$ cat src/shared/acr_pkg.sv
// Package with register map, field layout and reset values of the converter configuration bank
package acr_pkg;
    // Serial word layout
    localparam int WORD_BITS = 24;
    localparam int ADDR_BITS = 8;
    localparam int DATA_BITS = 16;
    // Register addresses
    localparam logic [7:0] ADDR_SOFT_RESET = 8'h00;
    localparam logic [7:0] ADDR_SLEEP_POWERDOWN_CTRL = 8'h0F;
    localparam logic [7:0] ADDR_DRIVE = 8'h11;
    localparam logic [7:0] ADDR_TERM = 8'h12;
    localparam logic [7:0] ADDR_SWAP = 8'h24;
    localparam logic [7:0] ADDR_PATTERN = 8'h25;
    localparam logic [7:0] ADDR_CODE_A = 8'h26;
    localparam logic [7:0] ADDR_CODE_B = 8'h27;
    // Field positions
    localparam int SOFT_RESET_BIT = 0;
    localparam int SLEEP_GLOBAL_BIT = 8;
    localparam int POWER_DOWN_BIT = 9;
    localparam int PD_PIN_FN_LSB = 10;
    localparam int QUAD_LSB = 0;
    localparam int DUAL_LSB = 4;
    localparam int SINGLE_BIT = 6;
    localparam int DRV_BCLK_LSB = 0;
    localparam int DRV_FCLK_LSB = 4;
    localparam int DRV_DATA_LSB = 8;
    localparam int TERM_EN_BIT = 14;
    localparam int PAT_CONST_BIT = 4;
    localparam int PAT_TOGGLE_BIT = 5;
    localparam int PAT_RAMP_BIT = 6;
    // Writable bit masks, others read as zero
    localparam logic [15:0] MASK_SLEEP_POWERDOWN_CTRL = 16'h0F7F;
    localparam logic [15:0] MASK_DRIVE = 16'h0777;
    localparam logic [15:0] MASK_TERM = 16'h4777;
    localparam logic [15:0] MASK_SWAP = 16'h007F;
    localparam logic [15:0] MASK_PATTERN = 16'h0070;
    // Reset values
    localparam logic [15:0] RST_SLEEP_POWERDOWN_CTRL = 16'h0000;
    localparam logic [15:0] RST_DRIVE = 16'h0000;
    localparam logic [15:0] RST_TERM = 16'h0000;
    localparam logic [15:0] RST_SWAP = 16'h0000;
    localparam logic [15:0] RST_PATTERN = 16'h0000;
    localparam logic [15:0] RST_CODE = 16'h0000;
    // Test pattern modes
    typedef enum logic [1:0] {
        PAT_OFF = 2'b00,
        PAT_CONST = 2'b01,
        PAT_TOGGLE = 2'b10,
        PAT_RAMP = 2'b11
    } acr_pat_t;
endpackage : acr_pkg

$ cat src/rtl/acr_serial_rx.sv
`timescale 1ns/1ps
// Serial configuration receiver: syncs pins and assembles 24-bit write words
module acr_serial_rx (
    // Clock and reset
    input wire logic mclk_in,
    input wire logic rstn_in,
    // Serial pins
    input wire logic serial_config_clk_in,
    input wire logic serial_config_data_in,
    input wire logic serial_config_select_n_in,
    // Assembled word
    output logic word_valid_out,
    output logic [7:0] word_addr_out,
    output logic [15:0] word_data_out
);
    logic [2:0] sclk_sync_ff, nxt_sclk_sync;
    logic [1:0] sdat_sync_ff, nxt_sdat_sync;
    logic [1:0] csn_sync_ff, nxt_csn_sync;
    logic [23:0] shift_ff, nxt_shift;
    logic [4:0] count_ff, nxt_count;
    logic done_ff, nxt_done;
    logic valid_ff, nxt_valid;
    logic [23:0] word_ff, nxt_word;
    logic rise;

    // Edge taken from second and third stages only, first stage is metastability guard
    assign rise = sclk_sync_ff[1] & ~sclk_sync_ff[2];

    // Shift in on rising edges while selected; excess bits after 24 ignored
    always_comb begin
        nxt_sclk_sync = {sclk_sync_ff[1:0], serial_config_clk_in};
        nxt_sdat_sync = {sdat_sync_ff[0], serial_config_data_in};
        nxt_csn_sync = {csn_sync_ff[0], serial_config_select_n_in};
        nxt_shift = shift_ff;
        nxt_count = count_ff;
        nxt_done = done_ff;
        nxt_valid = 1'b0;
        nxt_word = word_ff;
        if (csn_sync_ff[1]) begin
            nxt_count = 5'h00;
            nxt_done = 1'b0;
        end else if (rise && !done_ff) begin
            nxt_shift = {shift_ff[22:0], sdat_sync_ff[1]};
            if (count_ff == 5'(acr_pkg::WORD_BITS - 1)) begin
                nxt_word = {shift_ff[22:0], sdat_sync_ff[1]};
                nxt_valid = 1'b1;
                nxt_done = 1'b1; // One word per select pulse
            end else begin
                nxt_count = count_ff + 5'h01;
            end
        end
    end

    always_ff @(posedge mclk_in) begin
        if (!rstn_in) begin
            sclk_sync_ff <= 3'h0;
            sdat_sync_ff <= 2'h0;
            csn_sync_ff <= 2'h3;
            shift_ff <= 24'h000000;
            count_ff <= 5'h00;
            done_ff <= 1'b0;
            valid_ff <= 1'b0;
            word_ff <= 24'h000000;
        end else begin
            sclk_sync_ff <= nxt_sclk_sync;
            sdat_sync_ff <= nxt_sdat_sync;
            csn_sync_ff <= nxt_csn_sync;
            shift_ff <= nxt_shift;
            count_ff <= nxt_count;
            done_ff <= nxt_done;
            valid_ff <= nxt_valid;
            word_ff <= nxt_word;
        end
    end

    assign word_valid_out = valid_ff;
    assign word_addr_out = word_ff[23:16];
    assign word_data_out = word_ff[15:0];
endmodule : acr_serial_rx

$ cat src/rtl/acr_config_regs.sv
`timescale 1ns/1ps
// Converter configuration register bank with test pattern output
// Summary of operation
// Bit 0 at 0x00 resets, self-clears
// Soft reset restores all register defaults
// 0x0F bits 11:10 select powerdown pin function
// Host cycles power-down bit at start-up
// Sleep, doze and power-down bits default inactive
// 0x11 holds three drive current codes
// 0x12 bit 14 enables termination, default off
// Host sets enable when writing termination codes
// 0x24 bits 3:0 swap quad inputs
// 0x24 dual bits 5:4, single bit 6
// 0x25 bit 6 selects ramp pattern
// 0x25 bit 4 selects constant code
// 0x26 first code, reset zero
// 0x27 second code, toggle alternates codes
// 24-bit word: address then 16 data
module acr_config_regs #(
    parameter int RAMP_BITS = 16
) (
    // Clock and reset
    input wire logic mclk_in,
    input wire logic rstn_in,
    // Serial configuration pins
    input wire logic serial_config_clk_in,
    input wire logic serial_config_data_in,
    input wire logic serial_config_select_n_in,
    // Converter sample tick and raw data
    input wire logic sample_tick_in,
    input wire logic [15:0] adc_data_in,
    // Power control
    input wire logic powerdown_pin_in,
    output logic [3:0] quad_channel_doze_out,
    output logic [1:0] dual_channel_doze_out,
    output logic single_channel_doze_out,
    output logic sleep_request_out,
    output logic power_down_request_out,
    output logic [1:0] powerdown_pin_function_out,
    output logic powerdown_pin_active_out,
    // Output buffer control
    output logic [2:0] bit_clock_drive_out,
    output logic [2:0] frame_clock_drive_out,
    output logic [2:0] data_drive_out,
    output logic termination_enable_out,
    output logic [2:0] bit_clock_term_out,
    output logic [2:0] frame_clock_term_out,
    output logic [2:0] data_term_out,
    // Analog input swap
    output logic [3:0] quad_input_swap_out,
    output logic [1:0] dual_input_swap_out,
    output logic single_input_swap_out,
    // Output data path
    output logic [15:0] sample_data_out,
    output logic soft_reset_pulse_out
);
    logic word_valid;
    logic [7:0] word_addr;
    logic [15:0] word_data;
    logic [15:0] sleep_powerdown_ctrl_ff, nxt_sleep_powerdown_ctrl;
    logic [15:0] drive_ff, nxt_drive;
    logic [15:0] term_ff, nxt_term;
    logic [15:0] swap_ff, nxt_swap;
    logic [15:0] pattern_ff, nxt_pattern;
    logic [15:0] test_code_a_ff, nxt_test_code_a;
    logic [15:0] test_code_b_ff, nxt_test_code_b;
    logic soft_reset_ff, nxt_soft_reset;
    logic [1:0] pd_sync_ff, nxt_pd_sync;
    logic [RAMP_BITS-1:0] ramp_ff, nxt_ramp;
    logic toggle_ff, nxt_toggle;
    logic [15:0] sample_ff, nxt_sample;
    acr_pkg::acr_pat_t pat_mode;

    // Serial word assembly
    acr_serial_rx u_serial_rx (
        .mclk_in(mclk_in),
        .rstn_in(rstn_in),
        .serial_config_clk_in(serial_config_clk_in),
        .serial_config_data_in(serial_config_data_in),
        .serial_config_select_n_in(serial_config_select_n_in),
        .word_valid_out(word_valid),
        .word_addr_out(word_addr),
        .word_data_out(word_data)
    );

    // Write-enable helper for one address
    function automatic logic wr_hit(input logic vld, input logic [7:0] a, input logic [7:0] target);
        wr_hit = vld && (a == target);
    endfunction : wr_hit

    // Register writes; masked bits stay zero, soft reset restores defaults
    always_comb begin
        nxt_sleep_powerdown_ctrl = sleep_powerdown_ctrl_ff;
        nxt_drive = drive_ff;
        nxt_term = term_ff;
        nxt_swap = swap_ff;
        nxt_pattern = pattern_ff;
        nxt_test_code_a = test_code_a_ff;
        nxt_test_code_b = test_code_b_ff;
        nxt_soft_reset = 1'b0;
        if (soft_reset_ff) begin
            nxt_sleep_powerdown_ctrl = acr_pkg::RST_SLEEP_POWERDOWN_CTRL;
            nxt_drive = acr_pkg::RST_DRIVE;
            nxt_term = acr_pkg::RST_TERM;
            nxt_swap = acr_pkg::RST_SWAP;
            nxt_pattern = acr_pkg::RST_PATTERN;
            nxt_test_code_a = acr_pkg::RST_CODE;
            nxt_test_code_b = acr_pkg::RST_CODE;
        end else if (wr_hit(word_valid, word_addr, acr_pkg::ADDR_SOFT_RESET)) begin
            nxt_soft_reset = word_data[acr_pkg::SOFT_RESET_BIT];
        end else if (wr_hit(word_valid, word_addr, acr_pkg::ADDR_SLEEP_POWERDOWN_CTRL)) begin
            nxt_sleep_powerdown_ctrl = word_data & acr_pkg::MASK_SLEEP_POWERDOWN_CTRL;
        end else if (wr_hit(word_valid, word_addr, acr_pkg::ADDR_DRIVE)) begin
            nxt_drive = word_data & acr_pkg::MASK_DRIVE;
        end else if (wr_hit(word_valid, word_addr, acr_pkg::ADDR_TERM)) begin
            nxt_term = word_data & acr_pkg::MASK_TERM;
        end else if (wr_hit(word_valid, word_addr, acr_pkg::ADDR_SWAP)) begin
            nxt_swap = word_data & acr_pkg::MASK_SWAP;
        end else if (wr_hit(word_valid, word_addr, acr_pkg::ADDR_PATTERN)) begin
            nxt_pattern = word_data & acr_pkg::MASK_PATTERN;
        end else if (wr_hit(word_valid, word_addr, acr_pkg::ADDR_CODE_A)) begin
            nxt_test_code_a = word_data;
        end else if (wr_hit(word_valid, word_addr, acr_pkg::ADDR_CODE_B)) begin
            nxt_test_code_b = word_data;
        end
    end

    always_ff @(posedge mclk_in) begin
        if (!rstn_in) begin
            sleep_powerdown_ctrl_ff <= acr_pkg::RST_SLEEP_POWERDOWN_CTRL;
            drive_ff <= acr_pkg::RST_DRIVE;
            term_ff <= acr_pkg::RST_TERM;
            swap_ff <= acr_pkg::RST_SWAP;
            pattern_ff <= acr_pkg::RST_PATTERN;
            test_code_a_ff <= acr_pkg::RST_CODE;
            test_code_b_ff <= acr_pkg::RST_CODE;
            soft_reset_ff <= 1'b0;
        end else begin
            sleep_powerdown_ctrl_ff <= nxt_sleep_powerdown_ctrl;
            drive_ff <= nxt_drive;
            term_ff <= nxt_term;
            swap_ff <= nxt_swap;
            pattern_ff <= nxt_pattern;
            test_code_a_ff <= nxt_test_code_a;
            test_code_b_ff <= nxt_test_code_b;
            soft_reset_ff <= nxt_soft_reset;
        end
    end

    // Pattern mode decode; with conflicting selects ramp wins, then toggle
    always_comb begin
        if (pattern_ff[acr_pkg::PAT_RAMP_BIT]) begin
            pat_mode = acr_pkg::PAT_RAMP;
        end else if (pattern_ff[acr_pkg::PAT_TOGGLE_BIT]) begin
            pat_mode = acr_pkg::PAT_TOGGLE;
        end else if (pattern_ff[acr_pkg::PAT_CONST_BIT]) begin
            pat_mode = acr_pkg::PAT_CONST;
        end else begin
            pat_mode = acr_pkg::PAT_OFF;
        end
    end

    // Output data path, advanced once per sample tick
    always_comb begin
        nxt_pd_sync = {pd_sync_ff[0], powerdown_pin_in};
        nxt_ramp = ramp_ff;
        nxt_toggle = toggle_ff;
        nxt_sample = sample_ff;
        if (pat_mode != acr_pkg::PAT_RAMP) begin
            nxt_ramp = '0;
        end
        if (pat_mode != acr_pkg::PAT_TOGGLE) begin
            nxt_toggle = 1'b0;
        end
        if (sample_tick_in) begin
            case (pat_mode)
                acr_pkg::PAT_RAMP: begin
                    nxt_sample = 16'(ramp_ff);
                    nxt_ramp = ramp_ff + 1'b1;
                end
                acr_pkg::PAT_TOGGLE: begin
                    nxt_sample = toggle_ff ? test_code_b_ff : test_code_a_ff;
                    nxt_toggle = ~toggle_ff;
                end
                acr_pkg::PAT_CONST: begin
                    nxt_sample = test_code_a_ff;
                end
                default: begin
                    nxt_sample = adc_data_in;
                end
            endcase
        end
    end

    always_ff @(posedge mclk_in) begin
        if (!rstn_in) begin
            pd_sync_ff <= 2'h0;
            ramp_ff <= '0;
            toggle_ff <= 1'b0;
            sample_ff <= 16'h0000;
        end else begin
            pd_sync_ff <= nxt_pd_sync;
            ramp_ff <= nxt_ramp;
            toggle_ff <= nxt_toggle;
            sample_ff <= nxt_sample;
        end
    end

    // Register fields to analog and buffer controls
    assign quad_channel_doze_out = sleep_powerdown_ctrl_ff[acr_pkg::QUAD_LSB +: 4];
    assign dual_channel_doze_out = sleep_powerdown_ctrl_ff[acr_pkg::DUAL_LSB +: 2];
    assign single_channel_doze_out = sleep_powerdown_ctrl_ff[acr_pkg::SINGLE_BIT];
    assign sleep_request_out = sleep_powerdown_ctrl_ff[acr_pkg::SLEEP_GLOBAL_BIT];
    assign power_down_request_out = sleep_powerdown_ctrl_ff[acr_pkg::POWER_DOWN_BIT];
    assign powerdown_pin_function_out = sleep_powerdown_ctrl_ff[acr_pkg::PD_PIN_FN_LSB +: 2];
    assign powerdown_pin_active_out = pd_sync_ff[1];
    assign bit_clock_drive_out = drive_ff[acr_pkg::DRV_BCLK_LSB +: 3];
    assign frame_clock_drive_out = drive_ff[acr_pkg::DRV_FCLK_LSB +: 3];
    assign data_drive_out = drive_ff[acr_pkg::DRV_DATA_LSB +: 3];
    // Codes pass only while enable is set; a write omitting it leaves buffers unterminated
    assign termination_enable_out = term_ff[acr_pkg::TERM_EN_BIT];
    assign bit_clock_term_out = termination_enable_out ? term_ff[acr_pkg::DRV_BCLK_LSB +: 3] : 3'h0;
    assign frame_clock_term_out = termination_enable_out ? term_ff[acr_pkg::DRV_FCLK_LSB +: 3] : 3'h0;
    assign data_term_out = termination_enable_out ? term_ff[acr_pkg::DRV_DATA_LSB +: 3] : 3'h0;
    assign quad_input_swap_out = swap_ff[acr_pkg::QUAD_LSB +: 4];
    assign dual_input_swap_out = swap_ff[acr_pkg::DUAL_LSB +: 2];
    assign single_input_swap_out = swap_ff[acr_pkg::SINGLE_BIT];
    assign sample_data_out = sample_ff;
    assign soft_reset_pulse_out = soft_reset_ff;
endmodule : acr_config_regs

$ cat config.mk
export PLATFORM = sky130hd
export DESIGN_NAME = acr_config_regs
export DESIGN_NICKNAME = d
export VERILOG_FILES = /design/src/shared/acr_pkg.sv /design/src/rtl/acr_serial_rx.sv /design/src/rtl/acr_config_regs.sv
export SDC_FILE = /design/constraint.sdc
export NUM_CORES = 1
export LEC_CHECK = 0
export BUFFER_PORTS_ARGS = -buffer_cell sky130_fd_sc_hd__buf_4
export CAP_MARGIN = 20
export CORE_ASPECT_RATIO = 0.8
export CORE_MARGIN = 2
export CORE_UTILIZATION = 62
export CTS_CLUSTER_SIZE = 8
export DETAILED_ROUTE_END_ITERATION = 12
export HOLD_SLACK_MARGIN = 0.06
export PLACE_DENSITY = 0.88
export RECOVER_POWER = 25
export SETUP_SLACK_MARGIN = 0.5
export SLEW_MARGIN = 30
export SYNTH_ARGS = -nofsm -noshare
export SYNTH_HDL_FRONTEND = slang
export SYNTH_SLANG_ARGS = --single-unit
$ cat constraint.sdc
create_clock -name mclk_in -period 2.45 [get_ports mclk_in]
set_input_delay 0.3675 -clock mclk_in [delete_from_list [all_inputs] [get_ports mclk_in]]
set_output_delay 0.3675 -clock mclk_in [all_outputs]
set_load 0.005 [all_outputs]
======== After elaboration in Yosys (flattened, before gate mapping) ========
Index checks and enable logic that the tools add are counted.
operators by class
  add/subtract/negate cells ............... 2
  multiply operators ...................... 0
  div/mod/pow operators ................... 0
  order comparisons ....................... 0
  equality and inequality tests ........... 13
  shift operators ......................... 0
  multiplexer cells ....................... 15
  bitwise logic cells ..................... 14
  reductions and logical operators ........ 26
operators with widths
  cell                                                              number
  16-bit two-way mux                                                4
  16-bit one-hot mux with 3 select lines                            1
  8-bit by 6-bit == test with 1-bit output (second input constant)  4
  16-bit by 1-bit adder with 16-bit output (second input constant)  1
  8-bit by 5-bit == test with 1-bit output (second input constant)  2
  1-bit inverter                                                    13
  1-bit logical AND                                                 9
  3-bit two-way mux                                                 3
  8-bit by 4-bit == test with 1-bit output (second input constant)  1
  8-bit logical NOT                                                 1
  2-bit AND reduction                                               4
  8-bit AND reduction                                               1
  7-bit AND reduction                                               1
  3-bit AND reduction                                               2
  6-bit AND reduction                                               1
  3-bit OR reduction                                                2
  5-bit by 1-bit adder with 5-bit output (second input constant)    1
  5-bit == test (second input constant)                             1
  1-bit two-way mux                                                 5
  5-bit AND reduction                                               1
  2-bit == test (second input constant)                             2
  2-bit two-way mux                                                 2
  2-bit != test (second input constant)                             2
  4-bit AND reduction                                               1
  4 further kinds                                                   5
storage, ports and cells
  flip-flop bits (word level) ............. 169
  bits in latches ......................... 0
  RAM bits ................................ 0
  ROM bits ................................ 0
  bits of input ports ..................... 23
  output and inout port bits .............. 55
  memories kept ........................... 0

======== Depth between registers and ports, before layout ========
  depth after elaboration ................. 7
  gate-level depth with buffers ........... 6
  mapped depth without buffers ............ 5

======== By module ========
Synthesis repeated with hierarchy kept, for this count alone.
unflattened totals
  cell total of the unflattened synthesis .. 748
  area, all modules ....................... 6,740.2 um^2
by module, submodules not included
  module           instances  cells each  area each (um^2)  sequential area each (um^2)
  acr_config_regs  1          493         4,410.5           2,162.1
  acr_serial_rx    1          255         2,329.7           1,221.2

======== Least setup slack after synthesis ========
No wires, ideal clock.
  path type ............................... register to register
  start point ............................. register u_serial_rx.done_ff
  end point ............................... register u_serial_rx.word_ff[6]
  setup time .............................. 66 ps
  data arrival time ....................... 1,409 ps
  path slack .............................. 975 ps
  cell stages (with the launch flop) ...... 7
  buffers on the path ..................... 2
  path through ............................ dfxtp_1 or4b_1 buf_2 nor2_4 buf_6 nand2_1 a21boi_2
on the way
  cells in the longest elaborated chain, start to end .. 3
ends and longest elaborated chain
  item                                  RTL line             RTL
  start: declaration                    acr_serial_rx.sv:21  logic done_ff, nxt_done;
  start signal: assignment              acr_serial_rx.sv:70  done_ff <= nxt_done;
  1-bit logical NOT                     acr_serial_rx.sv:42  end else if (rise && !done_ff) begin
  1-bit logical AND                     acr_serial_rx.sv:42
  3-bit AND reduction (no source line)  --
  end signal: assignment                acr_serial_rx.sv:72  word_ff <= nxt_word;
  end: declaration                      acr_serial_rx.sv:23  logic [23:0] word_ff, nxt_word;
Every way passes these cells.
A chain may end at the register's enable or synchronous reset.

======== Worst setup path after layout ========
  start point ............................. input port rstn_in
  end point ............................... register pattern_ff[5]
on the way
  cells in the longest elaborated chain, start to end .. 2
ends and longest elaborated chain
  item                                 RTL line                RTL
  start: declaration                   acr_config_regs.sv:24   input wire logic rstn_in,
  1-bit inverter (no source line)      --
  2-bit OR reduction (no source line)  --
  end signal: assignment               acr_config_regs.sv:134  pattern_ff <= acr_pkg::RST_PATTERN;
  end signal: assignment               acr_config_regs.sv:143  pattern_ff <= nxt_pattern;
  end: declaration                     acr_config_regs.sv:64   logic [15:0] pattern_ff, nxt_pattern;
Every way passes these cells.

==> reports/metrics.csv <==
stage,metric,value,unit
die,Die Width,121,um
die,Die Ht,97.7,um
detailed_routing,first drt pass iteration count,5,
sta,period utilization,0.831,
sta,Worst-Margin Slew,1140,ps
critical_path,Startpoint Class,input port,
pwr,maximum VDD drop,507,uV
pwr,internal power,4.50,mW
synth,Syn Area/Cell,9.21,um^2
grt,largest net degree at the start of global routing,74,
die,Initial Utilization,0.630,
critical_path,WP data arrival,2370,ps
pwr,sequential share of power,0.492,
detailed_routing,vias per cell,5.91,
job,Max Cap Viol,0,
die,core box area,0.0108,mm^2
clock_network,CTS tree,done,
clock_network,H-tree levels,4,
layout,Non-Filler Instances,953,
detailed_routing,wire length per cell,18.0,um
critical_path,WS Path Type,in -> reg,
synth,"Seq/Total Area, Yosys",0.497,
layout,most frequent cells in the layout,"169 x dfxtp_1, 122 x nand2_1, 97 x nor2_1, 76 x mux2i_1, 43 x buf_4",
layout,share of cells above drive strength 1,0.172,
clock_network,worst skew pair latency,420,ps
placed_design,post-DP HPWL,11000,um
die,row count,34,
synth,Netlist Area Pre-Place,0.00681,mm^2
sta,final setup vio count,0,
sta,post-layout minimum cycle time,2040,ps
detailed_routing,Antenna Nets Post-Route,0,
clock_network,Root Buffer,clkbuf_16,
worst_hold_path,Hold WC Path Type,in -> reg,
clock_network,CTS Buf Count,17,
synth,count of different cell masters after synthesis,40,
layout,Diodes inserted,0,
die,Die ar.,0.0118,mm^2
pwr,clock network power share,0.483,
pwr,P_leak,3.29,nW
sta,TNS Setup,0,ps
grt,all-layer global routing usage,0.298,
sta,RSZ-0062 raised after global routing,yes,
critical_path,crit end category,flip-flop,
grt,grt ovf,0,
synth,syn nets,764,
synth,post-synthesis register bit count,169,
layout,"commonest non-fill, non-tap cell in the layout",dfxtp_1,
pwr,Sw Share,0.205,
clock_network,Resized Gates After CTS,0,
detailed_routing,via count,5636,
sta,Slew HR,0.240,
die,# IOs,78,
clock_network,cts hold-fix bufs,0,
clock_network,Post-CTS Setup Bufs,0,
grt,first-pass GRT wire length,28000,um
layout,fin nets,822,
sta,Pins Over Slew Limit,0,
critical_path,CP required,2780,ps
pwr,Net Switching,1.16,mW
placed_design,Final GP Congestion,0.894,
outcome,outcome,completed,
critical_path,CP Max Fanout,73,
clock_network,clock sink total,169,
synth,Post-Synthesis Cells,739,
grt,initial antenna violation count,0,
synth,yosys warns,0,
clock_network,clock slew at reported path FFs,60,ps
grt,number of global-route vias before repair,5573,
layout,Layout area overhead,17.7,%
placed_design,placed cells,922,
sta,Peak Freq,0.491,GHz
sta,Max Clock Skew,7.28,ps
clock_network,CTS Buffer Depth,2,
sta,Final Hold Vio Count,0,
pwr,Power Dens Cells,706,mW/mm^2
detailed_routing,drc violations,0,
detailed_routing,first-iteration detailed-routing DRC count,609,
pwr,Logic pwr share,0.025,
detailed_routing,WL final,17200,um
placed_design,# port buffers,77,
layout,FILL cells,716,
## sequential cells by signal, indices dropped and copies added, names as in the netlist, 3 cells and up
name / cells
u_serial_rx.word_ff: 24
u_serial_rx.shift_ff: 23
ramp_ff: 16
sample_data_out: 16
test_code_a_ff: 16
test_code_b_ff: 16
sleep_powerdown_ctrl_ff: 11
term_ff: 10
drive_ff: 9
swap_ff: 7
u_serial_rx.count_ff: 5
pattern_ff: 3
u_serial_rx.sclk_sync_ff: 3
## synthesized netlist by cell type
cell       instances  share of area
and3_1             5         0.0046
nor4_1             5         0.0046
a21boi_2          20          0.033
nor2_4             1         0.0017
and3b_1            3         0.0039
or4b_1             1         0.0015
and4bb_2           1         0.0018
dfxtp_1          169           0.50
nand3b_1           1         0.0011
xnor2_1           10          0.013
or3_1             15          0.014
a2bb2oi_1          2         0.0026
buf_6              2         0.0033
nand3_1            9         0.0066
mux2i_1           76           0.11
nand4_1            8         0.0074
nand4b_1           1         0.0013
o221ai_1          16          0.021
a21oi_1           18          0.013
nand3_2            2         0.0029
and2_1            18          0.017
clkbuf_1          35          0.019
ha_1               2         0.0037
buf_4              3         0.0033
nor3_1             8         0.0059
buf_2              8         0.0059
inv_1              2         0.0011
nand2b_1          19          0.017
nor4b_2            1         0.0022
nor3b_1            2         0.0022
a21boi_0          27          0.030
or2_2              1        0.00092
nor2_1            97          0.053
and4b_1            1         0.0015
clkinv_1           1        0.00055
o21ai_1            4         0.0029
nand2_1          124          0.068
o21ai_0           13         0.0096
nor2b_1            1        0.00092
xor2_1             7         0.0090
## kinds of logic after synthesis
logic type,share of synthesized area
compound gates,0.112
simple gates,0.221
buf+inv,0.0334
fa+ha+maj,0.00368
mux,0.112
flops,0.497
xor+xnor,0.0219
## critical path: stages
cell      delay [ps]
clkbuf_1         820
buf_4            470
nand2b_2          90
buf_4            350
nor2_1           230
## area by class of cell
type / count / area (um^2) / area share
Inverter: 3 / 11.3 / 0.00140
Clock inverter: 10 / 141 / 0.0176
Tap cell: 144 / 180 / 0.0225
Multi-Input combinational cell: 519 / 3220 / 0.401
Timing Repair Buffer: 87 / 623 / 0.0777
Sequential cell: 169 / 3380 / 0.422
Clock buffer: 21 / 460 / 0.0574
## final timing paths
check	start	cells after the start	slack (ps)	endpoint
max	rstn_in	5	410	pattern_ff[5]$_SDFFE_PP0P_
min	serial_config_select_n_in	2	130	u_serial_rx.csn_sync_ff[0]$_SDFF_PN1_
max reg2reg	u_serial_rx.done_ff$_SDFFE_PP0P_	4	520	u_serial_rx.word_ff[14]$_SDFFE_PN0P_
min reg2reg	u_serial_rx.csn_sync_ff[0]$_SDFF_PN1_	1	420	u_serial_rx.csn_sync_ff[1]$_SDFF_PN1_
## per-stage QoR
stage / hold slack, ps / util / power, mW / area [um^2] / setup slack, ps
5_1_grt: 130 / 0.742 / 5.78 / 8020 / 288
4_1_cts: 126 / 0.745 / 5.66 / 8050 / 554
3_3_place_gp: 390 / 0.689 / 2.98 / 7450 / 721
2_1_floorplan: 386 / - / 2.92 / 6810 / 975
6_report: 130 / 0.742 / 5.66 / 8020 / 414
3_5_place_dp: 401 / 0.689 / 2.99 / 7450 / 623
## metal layers
| metal | global-route usage | up-vias | share of wire |
|---|---|---|---|
| li1 | - | 2619 | - |
| met1 | 0.372 | 2737 | 0.42 |
| met2 | 0.510 | 232 | 0.49 |
| met3 | 0.0593 | 48 | 0.065 |
| met4 | 0.114 | 0 | 0.025 |
| met5 | 0 | - | 0 |
## power by group through the flow
stage / clock [mW] / combinational [mW] / sequential (mW)
after floorplan: 0 / 0.0731 / 2.84
after global placement: 0 / 0.141 / 2.84
after detailed placement: 0 / 0.146 / 2.84
after CTS: 2.73 / 0.146 / 2.78
after global routing: 2.84 / 0.152 / 2.78
final: 2.73 / 0.142 / 2.78
No activity file was read; power rests on OpenSTA's default activity.
